===== config.mk =====
export PLATFORM = sky130hd
export DESIGN_NAME = sfr_map_reset_behaviour
export DESIGN_NICKNAME = d
export VERILOG_FILES = /design/src/sfr_map_pkg.sv /design/src/sfr_map_reset_behaviour.sv
export SDC_FILE = /design/constraint.sdc
export NUM_CORES = 1
export LEC_CHECK = 0
export ABC_AREA = 1
export BUFFER_PORTS_ARGS = -buffer_cell sky130_fd_sc_hd__buf_2
export CORE_MARGIN = 2
export CORE_UTILIZATION = 45
export DETAILED_ROUTE_END_ITERATION = 10
export PLACE_DENSITY = 0.75
export SYNTH_ARGS = -nofsm -noshare
export SYNTH_HDL_FRONTEND = slang
export SYNTH_SLANG_ARGS = --single-unit
export TNS_END_PERCENT = 1

===== constraint.sdc =====
create_clock -name ref_clk -period 2.6 [get_ports ref_clk]
set_input_delay 0.13 -clock ref_clk [delete_from_list [all_inputs] [get_ports ref_clk]]
set_output_delay 0.13 -clock ref_clk [all_outputs]
set_load 0.005 [all_outputs]

===== src/sfr_map_pkg.sv =====
// Purpose: Constants for the special-function register bank.
// Assumes: 8-bit direct register space and a 16-bit external data space.
// Notes: Offsets, field positions and reset values live here only.
package sfr_map_pkg;
    // Direct register addresses.
    localparam logic [7:0] stack_pointer_addr = 8'h81;
    localparam logic [7:0] power_control_addr = 8'h87;
    localparam logic [7:0] timer_control_addr = 8'h88;
    localparam logic [7:0] timer_mode_addr = 8'h89;
    localparam logic [7:0] timer0_low_addr = 8'h8a;
    localparam logic [7:0] timer1_low_addr = 8'h8b;
    localparam logic [7:0] timer0_high_addr = 8'h8c;
    localparam logic [7:0] timer1_high_addr = 8'h8d;
    localparam logic [7:0] timer_aux_mode_addr = 8'h8f;
    localparam logic [7:0] oscillator_trim_addr = 8'h96;
    localparam logic [7:0] serial_control_addr = 8'h98;
    localparam logic [7:0] serial_buffer_addr = 8'h99;
    localparam logic [7:0] watchdog_control_addr = 8'ha7;
    localparam logic [7:0] serial_node_address_addr = 8'ha9;
    localparam logic [7:0] power_control_a_addr = 8'hb5;
    localparam logic [7:0] serial_address_mask_addr = 8'hb9;
    localparam logic [7:0] serial_ext_status_addr = 8'hba;
    localparam logic [7:0] watchdog_load_addr = 8'hc1;
    localparam logic [7:0] watchdog_feed_first_addr = 8'hc2;
    localparam logic [7:0] watchdog_feed_second_addr = 8'hc3;
    localparam logic [7:0] program_status_word_addr = 8'hd0;
    localparam logic [7:0] rtc_control_addr = 8'hd1;
    localparam logic [7:0] rtc_count_high_addr = 8'hd2;
    localparam logic [7:0] rtc_count_low_addr = 8'hd3;
    localparam logic [7:0] two_wire_status_addr = 8'hd9;
    localparam logic [7:0] reset_cause_addr = 8'hdf;
    localparam logic [7:0] port0_input_disable_addr = 8'hf6;
    // Port output mode registers; a write to any of them ends the input-only state.
    localparam logic [7:0] port0_mode_one_addr = 8'h84;
    localparam logic [7:0] port0_mode_two_addr = 8'h85;
    localparam logic [7:0] port1_mode_one_addr = 8'h91;
    localparam logic [7:0] port1_mode_two_addr = 8'h92;
    localparam logic [7:0] port3_mode_one_addr = 8'hb1;
    localparam logic [7:0] port3_mode_two_addr = 8'hb2;
    // Extended registers in the external data space.
    localparam logic [15:0] rtc_data_low_addr = 16'hffbe;
    localparam logic [15:0] rtc_data_high_addr = 16'hffbf;
    localparam logic [15:0] brownout_config_addr = 16'hffc8;
    localparam logic [15:0] clock_control_addr = 16'hffde;
    localparam logic [15:0] ext_window_low = 16'hffbe;
    localparam logic [15:0] ext_window_high = 16'hffde;
    // Writable-bit masks; zero bits are unimplemented, except the watchdog timeout flag, which any control write clears.
    localparam logic [7:0] timer_aux_mode_mask = 8'h11;
    localparam logic [7:0] power_control_a_mask = 8'haa;
    localparam logic [7:0] power_control_mask = 8'hdf;
    localparam logic [7:0] port0_input_disable_mask = 8'h3e;
    localparam logic [7:0] rtc_control_mask = 8'he3;
    localparam logic [7:0] watchdog_control_mask = 8'he5;
    localparam logic [7:0] two_wire_status_mask = 8'hf8;
    localparam logic [7:0] brownout_config_mask = 8'h03;
    localparam logic [7:0] clock_control_mask = 8'h1f;
    localparam logic [7:0] reset_cause_mask = 8'h7f;
    // Reset values.
    localparam logic [7:0] stack_pointer_rst = 8'h07;
    localparam logic [7:0] zero_rst = 8'h00;
    localparam logic [7:0] watchdog_load_rst = 8'hff;
    localparam logic [7:0] rtc_control_rst = 8'h60;
    localparam logic [7:0] watchdog_control_rst = 8'he5;
    localparam logic [7:0] two_wire_status_rst = 8'hf8;
    localparam logic [7:0] reset_cause_power_on = 8'h30;
    // Reset cause field positions.
    localparam int brownout_irq_flag_pos = 6;
    localparam int brownout_reset_flag_pos = 5;
    localparam int power_on_flag_pos = 4;
    localparam int break_reset_flag_pos = 3;
    localparam int watchdog_reset_flag_pos = 2;
    localparam int software_reset_flag_pos = 1;
    localparam int external_reset_flag_pos = 0;
    // Watchdog control field position.
    localparam int watchdog_timeout_flag_pos = 1;
    // Configuration byte positions.
    localparam int cfg1_boi_high_pos = 5;
    localparam int cfg1_boi_low_pos = 3;
    localparam int cfg2_doubler_pos = 7;
    localparam int clock_doubler_pos = 3;
    // Bit-addressable register bases.
    localparam logic [7:0] bit_base_timer_control = 8'h88;
    localparam logic [7:0] bit_base_serial_control = 8'h98;
    localparam logic [7:0] bit_base_status_word = 8'hd0;
endpackage


===== src/sfr_map_reset_behaviour.sv =====
// Purpose: Special-function register bank with per-source reset behaviour.
// Assumes: One clock; reset sources arrive as one-cycle pulses from core logic.
// Notes: Peripheral behaviour behind the registers is outside this block.
`timescale 1ns/1ns

module sfr_map_reset_behaviour #(
    parameter logic [7:0] factory_trim = 8'h80
) (
    input wire logic ref_clk,
    input wire logic sys_rst,
    input wire logic por_rst,
    input wire logic wdt_rst,
    input wire logic bod_rst,
    input wire logic sw_rst,
    input wire logic brk_rst,
    input wire logic ext_rst,
    input wire logic brownout_irq_event,
    input wire logic [7:0] user_config_byte_one,
    input wire logic [7:0] user_config_byte_two,
    input wire logic [7:0] sfr_addr,
    input wire logic [7:0] sfr_wdata,
    input wire logic sfr_wr,
    input wire logic sfr_rd,
    input wire logic sfr_bit_op,
    input wire logic [7:0] sfr_bit_addr,
    input wire logic sfr_bit_value,
    input wire logic [15:0] ext_addr,
    input wire logic [7:0] ext_wdata,
    input wire logic ext_wr,
    input wire logic ext_rd,
    output logic [7:0] sfr_rdata,
    output logic sfr_bit_rdata,
    output logic sfr_hit,
    output logic [7:0] ext_rdata,
    output logic ext_hit,
    output logic port_inputs_only,
    output logic [7:0] timer_control,
    output logic [7:0] power_control_a,
    output logic [7:0] clock_control,
    output logic [7:0] brownout_config
);
    // Any reset source restarts the general registers.
    // Only the power-on and watchdog sources reach the trim, RTC control and count, and watchdog control registers.
    logic any_rst;
    logic keep_rst;
    assign any_rst = sys_rst | por_rst | wdt_rst | bod_rst | sw_rst | brk_rst | ext_rst;
    assign keep_rst = por_rst | wdt_rst;

    logic [7:0] regs_plain [0:13];
    logic [7:0] plain_addr [0:13];
    logic [7:0] plain_mask [0:13];
    logic [7:0] plain_rst [0:13];
    logic [7:0] oscillator_trim;
    logic [7:0] watchdog_control;
    logic [7:0] rtc_control;
    logic [7:0] rtc_count_high;
    logic [7:0] rtc_count_low;
    logic [7:0] reset_cause;
    logic [7:0] two_wire_status;
    logic [7:0] rtc_data_low;
    logic [7:0] rtc_data_high;
    logic [7:0] serial_control;
    logic [7:0] program_status_word;
    logic port_mode_wr;
    logic bit_wr;
    logic [7:0] bit_reg;
    logic [7:0] bit_cur;
    logic [7:0] next_bit_val;

    // Table of plain registers that take their value on any reset.
    assign plain_addr[0] = sfr_map_pkg::stack_pointer_addr;
    assign plain_addr[1] = sfr_map_pkg::power_control_addr;
    assign plain_addr[2] = sfr_map_pkg::timer_mode_addr;
    assign plain_addr[3] = sfr_map_pkg::timer0_low_addr;
    assign plain_addr[4] = sfr_map_pkg::timer1_low_addr;
    assign plain_addr[5] = sfr_map_pkg::timer0_high_addr;
    assign plain_addr[6] = sfr_map_pkg::timer1_high_addr;
    assign plain_addr[7] = sfr_map_pkg::timer_aux_mode_addr;
    assign plain_addr[8] = sfr_map_pkg::serial_node_address_addr;
    assign plain_addr[9] = sfr_map_pkg::serial_address_mask_addr;
    assign plain_addr[10] = sfr_map_pkg::serial_ext_status_addr;
    assign plain_addr[11] = sfr_map_pkg::watchdog_load_addr;
    assign plain_addr[12] = sfr_map_pkg::port0_input_disable_addr;
    assign plain_addr[13] = sfr_map_pkg::serial_buffer_addr;
    assign plain_mask[0] = 8'hff;
    assign plain_mask[1] = sfr_map_pkg::power_control_mask;
    assign plain_mask[2] = 8'hff;
    assign plain_mask[3] = 8'hff;
    assign plain_mask[4] = 8'hff;
    assign plain_mask[5] = 8'hff;
    assign plain_mask[6] = 8'hff;
    assign plain_mask[7] = sfr_map_pkg::timer_aux_mode_mask;
    assign plain_mask[8] = 8'hff;
    assign plain_mask[9] = 8'hff;
    assign plain_mask[10] = 8'hff;
    assign plain_mask[11] = 8'hff;
    assign plain_mask[12] = sfr_map_pkg::port0_input_disable_mask;
    assign plain_mask[13] = 8'hff;
    // Every entry gets a defined reset; the serial buffer has no fixed one, so zero is used.
    assign plain_rst[0] = sfr_map_pkg::stack_pointer_rst;
    assign plain_rst[1] = sfr_map_pkg::zero_rst;
    assign plain_rst[2] = sfr_map_pkg::zero_rst;
    assign plain_rst[3] = sfr_map_pkg::zero_rst;
    assign plain_rst[4] = sfr_map_pkg::zero_rst;
    assign plain_rst[5] = sfr_map_pkg::zero_rst;
    assign plain_rst[6] = sfr_map_pkg::zero_rst;
    assign plain_rst[7] = sfr_map_pkg::zero_rst;
    assign plain_rst[8] = sfr_map_pkg::zero_rst;
    assign plain_rst[9] = sfr_map_pkg::zero_rst;
    assign plain_rst[10] = sfr_map_pkg::zero_rst;
    assign plain_rst[11] = sfr_map_pkg::watchdog_load_rst;
    assign plain_rst[12] = sfr_map_pkg::zero_rst;
    assign plain_rst[13] = sfr_map_pkg::zero_rst;

    // Bit operations touch only the three bit-addressable registers.
    always_comb begin
        bit_wr = 1'b0;
        bit_reg = 8'h00;
        if (sfr_bit_op) begin
            case (sfr_bit_addr[7:3])
                sfr_map_pkg::bit_base_timer_control[7:3]: begin
                    bit_reg = sfr_map_pkg::timer_control_addr;
                end
                sfr_map_pkg::bit_base_serial_control[7:3]: begin
                    bit_reg = sfr_map_pkg::serial_control_addr;
                end
                sfr_map_pkg::bit_base_status_word[7:3]: begin
                    bit_reg = sfr_map_pkg::program_status_word_addr;
                end
                default: begin
                    bit_reg = 8'h00;
                end
            endcase
            bit_wr = sfr_wr && (bit_reg != 8'h00);
        end
    end

    // Read-modify-write value for a single bit.
    always_comb begin
        bit_cur = 8'h00;
        case (bit_reg)
            sfr_map_pkg::timer_control_addr: bit_cur = timer_control;
            sfr_map_pkg::serial_control_addr: bit_cur = serial_control;
            sfr_map_pkg::program_status_word_addr: bit_cur = program_status_word;
            default: bit_cur = 8'h00;
        endcase
        next_bit_val = bit_cur;
        next_bit_val[sfr_bit_addr[2:0]] = sfr_bit_value;
    end

    // Plain registers; unimplemented bits never store a one.
    genvar gi;
    generate
        for (gi = 0; gi < 14; gi++) begin : g_plain
            always_ff @(posedge ref_clk) begin
                if (any_rst) begin
                    regs_plain[gi] <= plain_rst[gi];
                end else if (sfr_wr && !sfr_bit_op && sfr_addr == plain_addr[gi]) begin
                    regs_plain[gi] <= sfr_wdata & plain_mask[gi];
                end
            end
        end
    endgenerate

    // Bit-addressable registers accept byte and single-bit writes.
    always_ff @(posedge ref_clk) begin
        if (any_rst) begin
            timer_control <= sfr_map_pkg::zero_rst;
            serial_control <= sfr_map_pkg::zero_rst;
            program_status_word <= sfr_map_pkg::zero_rst;
        end else if (bit_wr) begin
            if (bit_reg == sfr_map_pkg::timer_control_addr) timer_control <= next_bit_val;
            if (bit_reg == sfr_map_pkg::serial_control_addr) serial_control <= next_bit_val;
            if (bit_reg == sfr_map_pkg::program_status_word_addr) begin
                program_status_word <= next_bit_val;
            end
        end else if (sfr_wr && !sfr_bit_op) begin
            if (sfr_addr == sfr_map_pkg::timer_control_addr) timer_control <= sfr_wdata;
            if (sfr_addr == sfr_map_pkg::serial_control_addr) serial_control <= sfr_wdata;
            if (sfr_addr == sfr_map_pkg::program_status_word_addr) begin
                program_status_word <= sfr_wdata;
            end
        end
    end

    // Power control A and two-wire status reset on any source.
    always_ff @(posedge ref_clk) begin
        if (any_rst) begin
            power_control_a <= sfr_map_pkg::zero_rst;
            two_wire_status <= sfr_map_pkg::two_wire_status_rst;
        end else if (sfr_wr && !sfr_bit_op) begin
            if (sfr_addr == sfr_map_pkg::power_control_a_addr) begin
                power_control_a <= sfr_wdata & sfr_map_pkg::power_control_a_mask;
            end
            if (sfr_addr == sfr_map_pkg::two_wire_status_addr) begin
                two_wire_status <= sfr_wdata & sfr_map_pkg::two_wire_status_mask;
            end
        end
    end

    // Registers that survive every reset except power-on and watchdog.
    always_ff @(posedge ref_clk) begin
        if (keep_rst) begin
            oscillator_trim <= factory_trim;
            rtc_control <= sfr_map_pkg::rtc_control_rst;
            rtc_count_high <= sfr_map_pkg::zero_rst;
            rtc_count_low <= sfr_map_pkg::zero_rst;
        end else if (sfr_wr && !sfr_bit_op) begin
            if (sfr_addr == sfr_map_pkg::oscillator_trim_addr) oscillator_trim <= sfr_wdata;
            if (sfr_addr == sfr_map_pkg::rtc_control_addr) begin
                rtc_control <= sfr_wdata & sfr_map_pkg::rtc_control_mask;
            end
            if (sfr_addr == sfr_map_pkg::rtc_count_high_addr) rtc_count_high <= sfr_wdata;
            if (sfr_addr == sfr_map_pkg::rtc_count_low_addr) rtc_count_low <= sfr_wdata;
        end
    end

    // Watchdog control: timeout flag follows the reset source that fired.
    always_ff @(posedge ref_clk) begin
        if (keep_rst) begin
            // The later bit assignment wins; power-on beats a coincident watchdog reset.
            watchdog_control <= sfr_map_pkg::watchdog_control_rst;
            watchdog_control[sfr_map_pkg::watchdog_timeout_flag_pos] <=
                wdt_rst && !por_rst;
        end else if (sfr_wr && !sfr_bit_op && sfr_addr == sfr_map_pkg::watchdog_control_addr) begin
            watchdog_control <= sfr_wdata & sfr_map_pkg::watchdog_control_mask;
        end
    end

    // Reset cause: power-on overrides; other sources set their own flag.
    // A brown-out irq event wins over a same-cycle software clear of that flag.
    always_ff @(posedge ref_clk) begin
        if (por_rst) begin
            reset_cause <= sfr_map_pkg::reset_cause_power_on;
        end else begin
            if (sfr_wr && !sfr_bit_op && sfr_addr == sfr_map_pkg::reset_cause_addr) begin
                reset_cause <= reset_cause & sfr_wdata & sfr_map_pkg::reset_cause_mask;
            end
            if (bod_rst) reset_cause[sfr_map_pkg::brownout_reset_flag_pos] <= 1'b1;
            if (brk_rst) reset_cause[sfr_map_pkg::break_reset_flag_pos] <= 1'b1;
            if (wdt_rst) reset_cause[sfr_map_pkg::watchdog_reset_flag_pos] <= 1'b1;
            if (sw_rst) reset_cause[sfr_map_pkg::software_reset_flag_pos] <= 1'b1;
            if (ext_rst) reset_cause[sfr_map_pkg::external_reset_flag_pos] <= 1'b1;
            if (brownout_irq_event) begin
                reset_cause[sfr_map_pkg::brownout_irq_flag_pos] <= 1'b1;
            end
        end
    end

    // Extended registers: configuration bits come from the user bytes.
    always_ff @(posedge ref_clk) begin
        if (por_rst) begin
            brownout_config <= {6'h00, user_config_byte_one[sfr_map_pkg::cfg1_boi_high_pos],
                user_config_byte_one[sfr_map_pkg::cfg1_boi_low_pos]};
        end else if (ext_wr && ext_addr == sfr_map_pkg::brownout_config_addr) begin
            brownout_config <= ext_wdata & sfr_map_pkg::brownout_config_mask;
        end
    end

    // Clock control reloads its select bits from the user bytes on any reset.
    always_ff @(posedge ref_clk) begin
        if (any_rst) begin
            clock_control <= {4'h0, user_config_byte_two[sfr_map_pkg::cfg2_doubler_pos],
                user_config_byte_one[2:0]};
            rtc_data_low <= sfr_map_pkg::zero_rst;
            rtc_data_high <= sfr_map_pkg::zero_rst;
        end else if (ext_wr) begin
            if (ext_addr == sfr_map_pkg::clock_control_addr) begin
                clock_control <= ext_wdata & sfr_map_pkg::clock_control_mask;
            end
            if (ext_addr == sfr_map_pkg::rtc_data_low_addr) rtc_data_low <= ext_wdata;
            if (ext_addr == sfr_map_pkg::rtc_data_high_addr) rtc_data_high <= ext_wdata;
        end
    end

    // A byte write to a port output mode register ends the power-up input-only state.
    // Neighbours such as power control must not match, or pins would drive too early.
    assign port_mode_wr = sfr_wr && !sfr_bit_op &&
        (sfr_addr == sfr_map_pkg::port0_mode_one_addr ||
        sfr_addr == sfr_map_pkg::port0_mode_two_addr ||
        sfr_addr == sfr_map_pkg::port1_mode_one_addr ||
        sfr_addr == sfr_map_pkg::port1_mode_two_addr ||
        sfr_addr == sfr_map_pkg::port3_mode_one_addr ||
        sfr_addr == sfr_map_pkg::port3_mode_two_addr);

    // Ports stay input-only until software writes a port mode register.
    always_ff @(posedge ref_clk) begin
        if (por_rst || sys_rst) begin
            port_inputs_only <= 1'b1;
        end else if (port_mode_wr) begin
            port_inputs_only <= 1'b0;
        end
    end

    // Direct-space read mux; feed registers are write-only and read zero.
    always_ff @(posedge ref_clk) begin
        if (any_rst) begin
            sfr_rdata <= 8'h00;
            sfr_hit <= 1'b0;
            sfr_bit_rdata <= 1'b0;
        end else begin
            sfr_rdata <= 8'h00;
            sfr_hit <= 1'b0;
            sfr_bit_rdata <= bit_cur[sfr_bit_addr[2:0]];
            if (sfr_rd) begin
                sfr_hit <= 1'b1;
                case (sfr_addr)
                    sfr_map_pkg::timer_control_addr: sfr_rdata <= timer_control;
                    sfr_map_pkg::serial_control_addr: sfr_rdata <= serial_control;
                    sfr_map_pkg::program_status_word_addr: sfr_rdata <= program_status_word;
                    sfr_map_pkg::power_control_a_addr: sfr_rdata <= power_control_a;
                    sfr_map_pkg::two_wire_status_addr: sfr_rdata <= two_wire_status;
                    sfr_map_pkg::oscillator_trim_addr: sfr_rdata <= oscillator_trim;
                    sfr_map_pkg::watchdog_control_addr: sfr_rdata <= watchdog_control;
                    sfr_map_pkg::rtc_control_addr: sfr_rdata <= rtc_control;
                    sfr_map_pkg::rtc_count_high_addr: sfr_rdata <= rtc_count_high;
                    sfr_map_pkg::rtc_count_low_addr: sfr_rdata <= rtc_count_low;
                    sfr_map_pkg::reset_cause_addr: sfr_rdata <= reset_cause;
                    sfr_map_pkg::watchdog_feed_first_addr: sfr_rdata <= 8'h00;
                    sfr_map_pkg::watchdog_feed_second_addr: sfr_rdata <= 8'h00;
                    default: begin
                        // Table lookup; an unmapped address reads zero with no hit.
                        sfr_hit <= 1'b0;
                        for (int i = 0; i < 14; i++) begin
                            if (sfr_addr == plain_addr[i]) begin
                                sfr_rdata <= regs_plain[i];
                                sfr_hit <= 1'b1;
                            end
                        end
                    end
                endcase
            end
        end
    end

    // Extended read mux answers only inside its own window.
    always_ff @(posedge ref_clk) begin
        if (any_rst) begin
            ext_rdata <= 8'h00;
            ext_hit <= 1'b0;
        end else begin
            ext_rdata <= 8'h00;
            ext_hit <= ext_rd && ext_addr >= sfr_map_pkg::ext_window_low &&
                ext_addr <= sfr_map_pkg::ext_window_high;
            if (ext_rd) begin
                case (ext_addr)
                    sfr_map_pkg::rtc_data_low_addr: ext_rdata <= rtc_data_low;
                    sfr_map_pkg::rtc_data_high_addr: ext_rdata <= rtc_data_high;
                    sfr_map_pkg::brownout_config_addr: ext_rdata <= brownout_config;
                    sfr_map_pkg::clock_control_addr: ext_rdata <= clock_control;
                    default: ext_rdata <= 8'h00;
                endcase
            end
        end
    end
endmodule // sfr_map_reset_behaviour


==> metrics, run 1 <==
Post-synth ARST share 0%; combinational family with the most area after synthesis simple AND/OR/NAND/NOR gates; Synth Flop Type dfxtp_1; Starting Density 45.67%; crit path from wdt_rst; Cell Count Post-Placement 1628; Register-to-Register Setup Slack 1.14 ns; Peak Freq 0.4083 GHz; clk_skew 0.01303 ns; TNS Setup 0 ns; clk_lat worst skew 0.51 ns; IO Port Bufs 107; crit path kind input pin to register; Post-Synth Adder-Cell Area 0%; Starting DRT DRC Count 974; worst-margin pin slew 0.7511 ns; Pins Over Slew Limit 0; initial antenna violation count 0; Syn Area/Cell 8.220 µm²; IO Pins 131; Inserted Diodes 0; vias per cell 5.547; Nets 1481; DR WL/cell 17.52 µm; Pleak 0.005208 µW; die width 155.3 µm; Crit Reg-Reg Startpoint regs_plain[0][23]$_SDFFCE_PN0P_; H-tree Lvls 1; CP endpoint kind register; largest net degree at the start of global routing 51; CP arrival 2.86 ns; Synth Area in XOR/XNOR 0%; Post-synth EDFFs 109; reg2reg end sfr_rdata[7]$_SDFF_PP0_; period utilization 94.19%; share of post-route cells with drive strength above 1 14.86%; max_slew headroom 49.87%; final wirelength 29870 µm; clock slew at the register clock pins of the worst setup and hold paths 0.06 ns; cts bufs inserted 25; yosys warns 0; largest cells by area after synthesis edfxtp_1, dfxtp_1, nand2_1; root buf cell clkbuf_16; DRC Markers 0; crit start category input pin; First-pass DRT Iterations 6; CTS tree done; commonest non-fill, non-tap cell in the layout nand2_1; vias in the first global route 8850; Hold/Removal Path Class input pin to register; Power Density 608.0 nW/µm²; cell depth of the worst flop-to-flop path 8; cell taking the most area after synthesis edfxtp_1; status complete, no violations; compound-cell area share of the yosys netlist 15.93%; Finished Layout Cells 1705; unrepaired setup endpoints after global routing false; RD Place Congestion 0.9485; final setup vio count 0; die span in y 155.3 µm; CP endpoint ext_hit$_SDFF_PP0_; #FFs+latches synth 220; Tot GR Track Use 23.97%; Die ar. 24130 µm²; Routed Antenna Nets 0; Max Cap Viol 0; Core ar. 22570 µm²; num rows 55; fin crit period 2.449 ns; mux contribution to synthesized area 0%; Worst EP required 3.01 ns; synthesized area 10310 µm²; P&R area growth vs syn 19.01%; clock buffer depth 3; post-synthesis cell count 1254; register area share after synthesis 53.31%; vias 9458; post-DP HPWL 20270 µm; Synth Area in Simple Gates 22.98%; Sink Count 220; worst ir drop on vdd 0.5552 mV; GRT overflow 0; commonest cells after routing, fill and taps aside nand2_1, nor2_1, o21ai_0; Synth top area share 31.76%; final hold vios 0; CP Max Fanout 50; first-pass GRT wire length 45730 µm; number of library cell types mapped by synthesis 45
## Yosys cell counts, types with 2 or more instances
cell type and count:
nand2_1 237, o221ai_1 3, nor3_2 5, a221oi_1 3
buf_4 19, nor2_1 170, nor3b_1 2, dfxtp_1 111
inv_2 12, o211ai_1 12, a31oi_1 3, nor3_1 23
a21oi_1 116, nand2_2 6, a22oi_1 4, nor2_4 3
nand3b_1 2, a211oi_1 5, nor2_2 11, o221a_2 2
o22ai_2 2, clkbuf_1 19, a41oi_1 2, nand3_1 65
buf_2 11, nor4_1 4, o21ai_0 126, inv_1 123
nor3_4 3, edfxtp_1 109, o21ai_1 4, nand4_1 13
o22ai_1 11, clkinv_1 2
## state kept, by name, indices dropped and copies added (netlist names), 2 cells and up
| name | count |
|---|---|
| power_control_a | 4 |
| regs_plain | 102 |
| reset_cause | 7 |
| watchdog_control | 6 |
| clock_control | 5 |
| rtc_count_low | 8 |
| program_status_word | 8 |
| timer_control | 8 |
| rtc_control | 5 |
| sfr_rdata | 8 |
| brownout_config | 2 |
| rtc_data_low | 8 |
| rtc_data_high | 8 |
| serial_control | 8 |
| oscillator_trim | 8 |
| rtc_count_high | 8 |
| two_wire_status | 5 |
| ext_rdata | 8 |
## critical path: stages
cell           delay, ns
dlygate4sd3_1       0.54
buf_2               0.13
nor2_1              0.15
inv_2               0.16
nor3_2              0.16
nand2_2             0.10
clkinv_2            0.31
buf_12              0.27
nand4_1             0.09
dlygate4sd3_1       0.57
a221oi_1            0.21
## how the worst min path moves through the flow
stage                     slack [ns]  depth (start not counted)    startpoint                               to
after floorplan                 0.22                          2       bod_rst      reset_cause[5]$_SDFFE_PP1P_
after CTS                      0.006                          3  sfr_wdata[6]  two_wire_status[6]$_SDFFE_PP1P_
after detailed placement        0.35                          3       bod_rst      reset_cause[5]$_SDFFE_PP1P_
final                           0.02                          3  sfr_wdata[6]  two_wire_status[6]$_SDFFE_PP1P_
after global placement          0.34                          2       sys_rst    port_inputs_only$_SDFFE_PP1P_
after global routing            0.02                          3  sfr_wdata[6]  two_wire_status[6]$_SDFFE_PP1P_
## metrics by stage
| stage | total power [µW] | area, µm² | setup WS (ns) | util [%] | hold WS [ns] |
|---|---|---|---|---|---|
| CTS | 7472 | 12270 | 0.09084 | 54.34 | 0.005755 |
| global route | 7664 | 12270 | 0.04260 | 54.35 | 0.02087 |
| detailed placement | 4042 | 11130 | 0.4497 | 49.31 | 0.3463 |
| global placement | 4037 | 11130 | 0.5102 | 49.31 | 0.3441 |
| finish | 7459 | 12270 | 0.1511 | 54.35 | 0.02301 |
| floorplan | 3892 | 10350 | 0.7571 | - | 0.2234 |
## routing by layer
| layer | vias to the layer above | global-route usage, % | part of all wire [%] |
|---|---|---|---|
| met5 | - | 0 | 0 |
| met4 | 0 | 8.781 | 3.3 |
| met3 | 76 | 3.203 | 9.0 |
| met2 | 485 | 39.46 | 47 |
| met1 | 4384 | 32.46 | 41 |
| li1 | 4513 | - | - |
## logic make-up after synthesis
| logic type | Yosys count |
|---|---|
| other | 1 |
| AND/OR/NAND/NOR | 547 |
| AO/OA/AOI/OAI | 298 |
| buffers and inverters | 188 |
| flip-flops | 220 |
## what timing repair did
action | 4_1_cts | 5_1_grt
hold buffers | 32 | 0
hold endpoints to repair | 46 | 0
setup buffers | 0 | 0
gates resized for setup | 0 | 1
setup endpoints to repair | 0 | 1
## area by class of cell
type / instances / area, µm²
Clock buffer: 39 / 783.3
Clock inverter: 6 / 31.28
Fill cell: 2033 / 10300
Inverter: 137 / 515.5
Multi-Input combinational cell: 858 / 4059
Sequential cell: 220 / 5495
Tap cell: 285 / 356.6
Timing Repair Buffer: 160 / 1026
## power by group
group | switching, µW | internal (µW) | total (µW)
clock network | 1380 | 2070 | 3440
registers | 9.80 | 3630 | 3640
logic | 253 | 120 | 373
total | 1640 | 5820 | 7460
Note: power is estimated with default switching activity, not from simulation.
==> run 2, diff against run 1 <==
--- a/config.mk
+++ b/config.mk
@@ -7,10 +7,12 @@
 export LEC_CHECK = 0
 export ABC_AREA = 1
 export BUFFER_PORTS_ARGS = -buffer_cell sky130_fd_sc_hd__buf_2
+export CELL_PAD_IN_SITES_DETAIL_PLACEMENT = 0
+export CELL_PAD_IN_SITES_GLOBAL_PLACEMENT = 1
 export CORE_MARGIN = 2
-export CORE_UTILIZATION = 45
+export CORE_UTILIZATION = 43
 export DETAILED_ROUTE_END_ITERATION = 10
-export PLACE_DENSITY = 0.75
+export PLACE_DENSITY = 0.89
 export SYNTH_ARGS = -nofsm -noshare
 export SYNTH_HDL_FRONTEND = slang
 export SYNTH_SLANG_ARGS = --single-unit
==> run 2 against run 1 <==
Against the previous run: total power rose by 2.3%; wire length increased by 1.9%; clock-buffer cell count is 9 lower; cell area rose by 1.6%; via count is 1.5% lower; critical path type unchanged.
==> metrics, run 2 (synthesis results as in run 1) <==
Post-CTS Resized 0; clk_skew 0.03550 ns; die span in y 158.8 µm; flip-flop and latch area 5495 µm²; First-pass DRT Iterations 5; share of post-route cells with drive strength above 1 15.12%; vias 9313; status complete, no violations; DR WL/cell 17.35 µm; footprint of the multi-input gates 4059 µm²; post-cts hold buffer count 43; vias in the first global route 8881; Tot GR Track Use 23.60%; Power Density 612.1 nW/µm²; period utilization 91.62%; Cell Count Post-Placement 1667; CP endpoint kind register; worst ir drop on vdd 0.5708 mV; Starting Density 43.91%; CP Max Fanout 31; Min Hold Slack 0.01010 ns; RD Place Congestion 0.8893; Die ar. 25230 µm²; met2 WL 14150 µm; die width 158.8 µm; Starting DRT DRC Count 914; commonest cells after routing, fill and taps aside nand2_1, nor2_1, o21ai_0; worst-margin pin slew 0.7599 ns; IO Pins 131; CTS tree done; final wirelength 30440 µm; Fill cells 2216; worst-path cell chain dlygate4sd3_1, buf_2, nor2_1, inv_2, nor3_2, nand2_2, inv_2, nand4_1, dlygate4sd3_1, a221oi_1; DRC Markers 0; worst stage delay on the critical path 0.60 ns; largest net degree at the start of global routing 32; vias per cell 5.307; GRT overflow 0; P&R area growth vs syn 20.94%; CP arrival 2.83 ns; unrepaired setup endpoints after global routing false; highest layer used for signal routing met4; Pleak 0.005293 µW; Core ar. 23470 µm²; Finished Layout Cells 1755; fin crit period 2.382 ns; first-pass GRT wire length 47440 µm; TNS Setup 0 ns; cts bufs inserted 24; crit start category input pin; number of flip-flops under the largest register name 102; Hold/Removal Path Class input pin to register; final setup vio count 0; CP bufs+invs 5; IO Port Bufs 107; commonest non-fill, non-tap cell in the layout nand2_1; met1 wire length 13090 µm; met3 WL 2460 µm; Sink Count 220; final hold vios 0; H-tree Lvls 1; Largest Register regs_plain; Routed Antenna Nets 0; crit path kind input pin to register; initial antenna violation count 1; Peak Freq 0.4198 GHz; Critical-path top delay cell dlygate4sd3_1; root buf cell clkbuf_16; max_slew headroom 49.28%; Pins Over Slew Limit 0; Nets 1496; clock buffer depth 3; clk_lat worst skew 0.54 ns; clock slew at the register clock pins of the worst setup and hold paths 0.07 ns; post-DP HPWL 21250 µm; Max Cap Viol 0; setup repair bufs after CTS 0; Top Family by Delay on Critical Path buffers and inverters; Worst EP required 3.04 ns; num rows 56
-- run 2: changes by cell type in the layout (fill, tap and decap cells not counted), sizes merged --
| cell | previous run | this run |
|---|---|---|
| dlygate4sd3 | 32 | 43 |
| inv | 134 | 135 |
| buf | 128 | 133 |
| clkbuf | 39 | 30 |
| diode | 0 | 1 |
| clkinv | 8 | 11 |
| bufinv | 0 | 4 |
-- run 2: where the power goes --
group	switching (µW)	leakage (µW)	internal, µW
Clock	1420	0.000408	2190
Sequential	9.25	0.00218	3630
Combinational	248	0.00271	130
-- run 2: per-stage QoR --
| step | power [µW] | setup slack (ns) | util (%) | instance area (µm²) |
|---|---|---|---|---|
| after floorplan | 3892 | 0.7571 | - | 10350 |
| final | 7630 | 0.2179 | 53.11 | 12470 |
| after detailed placement | 4039 | 0.4169 | 47.71 | 11200 |
| after global placement | 4037 | 0.3583 | 47.71 | 11200 |
| after global routing | 7840 | 0.04119 | 53.11 | 12470 |
| after CTS | 7648 | 0.2726 | 53.10 | 12460 |
-- run 2: cell type report --
class                           count  area share (%)
Tap cell                          319           3.202
Inverter                          137           4.125
Clock inverter                     14           1.445
Multi-Input combinational cell    858           32.56
Timing Repair Buffer              176           9.314
Antenna cell                        1         0.02007
Clock buffer                       30           5.249
Sequential cell                   220           44.08
-- run 2: final timing paths --
check	start	endpoint	slack [ns]	depth (start not counted)
worst max register to register	power_control_a[3]$_SDFFE_PP0P_	sfr_rdata[3]$_SDFF_PP0_	1.16	6
worst min register to register	rtc_count_low[4]$_SDFFE_PP0P_	rtc_count_low[4]$_SDFFE_PP0P_	0.45	2
worst max-delay path	wdt_rst	ext_hit$_SDFF_PP0_	0.22	10
worst min-delay path	por_rst	reset_cause[3]$_SDFFE_PP0P_	0.01	3
-- run 2: routing by layer --
metal	vias up	track usage, %
met5	-	0
met4	0	6.422
met3	49	4.023
met2	404	39.28
met1	4324	31.83
li1	4536	-
-- run 2: tightest hold or removal path: stages --
cell and delay [ns]:
buf_2 0.08, buf_4 0.21, a21oi_1 0.06
==> run 3, diff against run 2 <==
--- a/config.mk
+++ b/config.mk
@@ -9,6 +9,7 @@
 export BUFFER_PORTS_ARGS = -buffer_cell sky130_fd_sc_hd__buf_2
 export CELL_PAD_IN_SITES_DETAIL_PLACEMENT = 0
 export CELL_PAD_IN_SITES_GLOBAL_PLACEMENT = 1
+export CORE_ASPECT_RATIO = 1.25
 export CORE_MARGIN = 2
 export CORE_UTILIZATION = 43
 export DETAILED_ROUTE_END_ITERATION = 10
==> run 3 against run 2 <==
Against the previous run: register-to-register slack lost 0.11 ns; wire length about the same; combinational power down 3%; die area about the same; sequential share of layout area grew 0.87 points; first-iteration DRC count shrank 26%.
==> metrics, run 3 (synthesis results as in run 1) <==
post-DP HPWL 21770 µm; largest net degree at the start of global routing 35; Starting DRT DRC Count 674; die width 142.5 µm; fin crit period 2.423 ns; CP Max Fanout 34; met3 WL 1671 µm; vias 9308; Cell Count Post-Placement 1641; die span in y 177.1 µm; Pleak 0.005198 µW; clk_skew 0.01003 ns; P&R area growth vs syn 18.60%; cts bufs inserted 22; TNS Setup 0 ns; commonest non-fill, non-tap cell in the layout nand2_1; unrepaired setup endpoints after global routing false; share of post-route cells with drive strength above 1 15.15%; Starting Density 43.59%; max_slew headroom 48.12%; CTS tree done; total power 7227 µW; final setup vio count 0; IO Port Bufs 107; Min Hold Slack 0.02129 ns; Worst EP required 3.00 ns; Die ar. 25230 µm²; number of flip-flops under the largest register name 102; status complete, no violations; worst ir drop on vdd 0.3766 mV; Nets 1482; initial antenna violation count 2; Largest Register regs_plain; Max Cap Viol 0; Finished Layout Cells 1713; GRT overflow 0; worst-path cell chain dlygate4sd3_1, buf_2, nor2_1, inv_2, nor3_2, nand2_2, inv_2, nand4_1, dlygate4sd3_1, a221oi_1; final hold vios 0; Place WS 0.3632 ns; RD Place Congestion 0.9061; CP arrival 2.82 ns; Power Density 591.2 nW/µm²; clock slew at the register clock pins of the worst setup and hold paths 0.06 ns; DRC Markers 0; Sink Count 220; period utilization 93.18%; crit start category input pin; highest layer used for signal routing met4; Hold/Removal Path Class input pin to register; IO Pins 131; First-pass DRT Iterations 5; met2 WL 15390 µm; Pins Over Slew Limit 0; clock buffer depth 3; first-pass GRT wire length 46860 µm; num rows 63; Core ar. 23650 µm²; commonest cells after routing, fill and taps aside nand2_1, nor2_1, o21ai_0; Fill cells 2274; CP endpoint kind register; footprint of the multi-input gates 4059 µm²; worst stage delay on the critical path 0.59 ns; worst-margin pin slew 0.7773 ns; Tot GR Track Use 23.92%; Register-to-Register Setup Slack 1.05 ns; Critical-path top delay cell dlygate4sd3_1; Post-CTS Resized 0; crit path kind input pin to register; clk_lat worst skew 0.50 ns; Routed Antenna Nets 0; root buf cell clkbuf_16; setup repair bufs after CTS 0; met1 wire length 12150 µm; final wirelength 30470 µm; Peak Freq 0.4128 GHz; flip-flop and latch area 5495 µm²; DR WL/cell 17.79 µm; setup ws final 0.1773 ns; vias per cell 5.434; vias in the first global route 8696; H-tree Lvls 1
## run 3: changes by cell type in the layout (fill, tap and decap cells not counted)
cell,before,now
clkinvlp_4,1,0
clkinv_8,1,0
clkbuf_8,1,8
clkinv_2,5,1
inv_6,0,1
buf_4,26,27
diode_2,1,2
bufinv_16,4,0
clkinv_1,5,4
dlygate4sd3_1,43,30
clkbuf_16,25,24
## run 3: metal layers
layer,global-route usage (%),vias up
met5,0,-
met4,10.35,0
met3,2.922,74
met2,42.37,309
met1,29.17,4413
li1,-,4512
## run 3: path summary, 6_finish.rpt
kind,startpoint,end,depth (start not counted)
setup / recovery,wdt_rst,ext_hit$_SDFF_PP0_,10
hold / removal,por_rst,reset_cause[6]$_SDFFE_PP0P_,3
setup reg to reg,timer_control[0]$_SDFFE_PP0P_,sfr_rdata[0]$_SDFF_PP0_,4
hold reg to reg,rtc_count_high[6]$_SDFFE_PP0P_,rtc_count_high[6]$_SDFFE_PP0P_,2
## run 3: power breakdown
group / total, µW / leakage [µW] / switching [µW] / internal, µW
Sequential: 3640 / 0.00218 / 9.95 / 3630
Clock: 3220 / 0.000370 / 1310 / 1910
Combinational: 366 / 0.00265 / 249 / 117
## run 3: final cells by class
class	instances	share of cell area (%)
Inverter	137	4.207
Multi-Input combinational cell	858	33.20
Clock inverter	4	0.1740
Sequential cell	220	44.95
Antenna cell	2	0.04094
Timing Repair Buffer	164	8.495
Tap cell	292	2.989
Clock buffer	36	5.937
## run 3: critical path, delay by kind of cell
kind / cells / cell delay [ns]
AO/OA/AOI/OAI: 1 / 0.23
buffers and inverters: 5 / 1.90
AND/OR/NAND/NOR: 4 / 0.53
## run 3: repair_timing
| action | CTS | global route |
|---|---|---|
| endpoints found under the setup margin | 0 | 0 |
| hold buffers | 30 | 0 |
| hold endpoints to repair | 39 | 0 |
## run 3: metrics by stage
stage / instance area [µm²] / utilization [%]
detailed placement: 11170 / 47.24
CTS: 12220 / 51.67
global route: 12220 / 51.69
global placement: 11170 / 47.24
floorplan: 10350 / -
finish: 12220 / 51.69
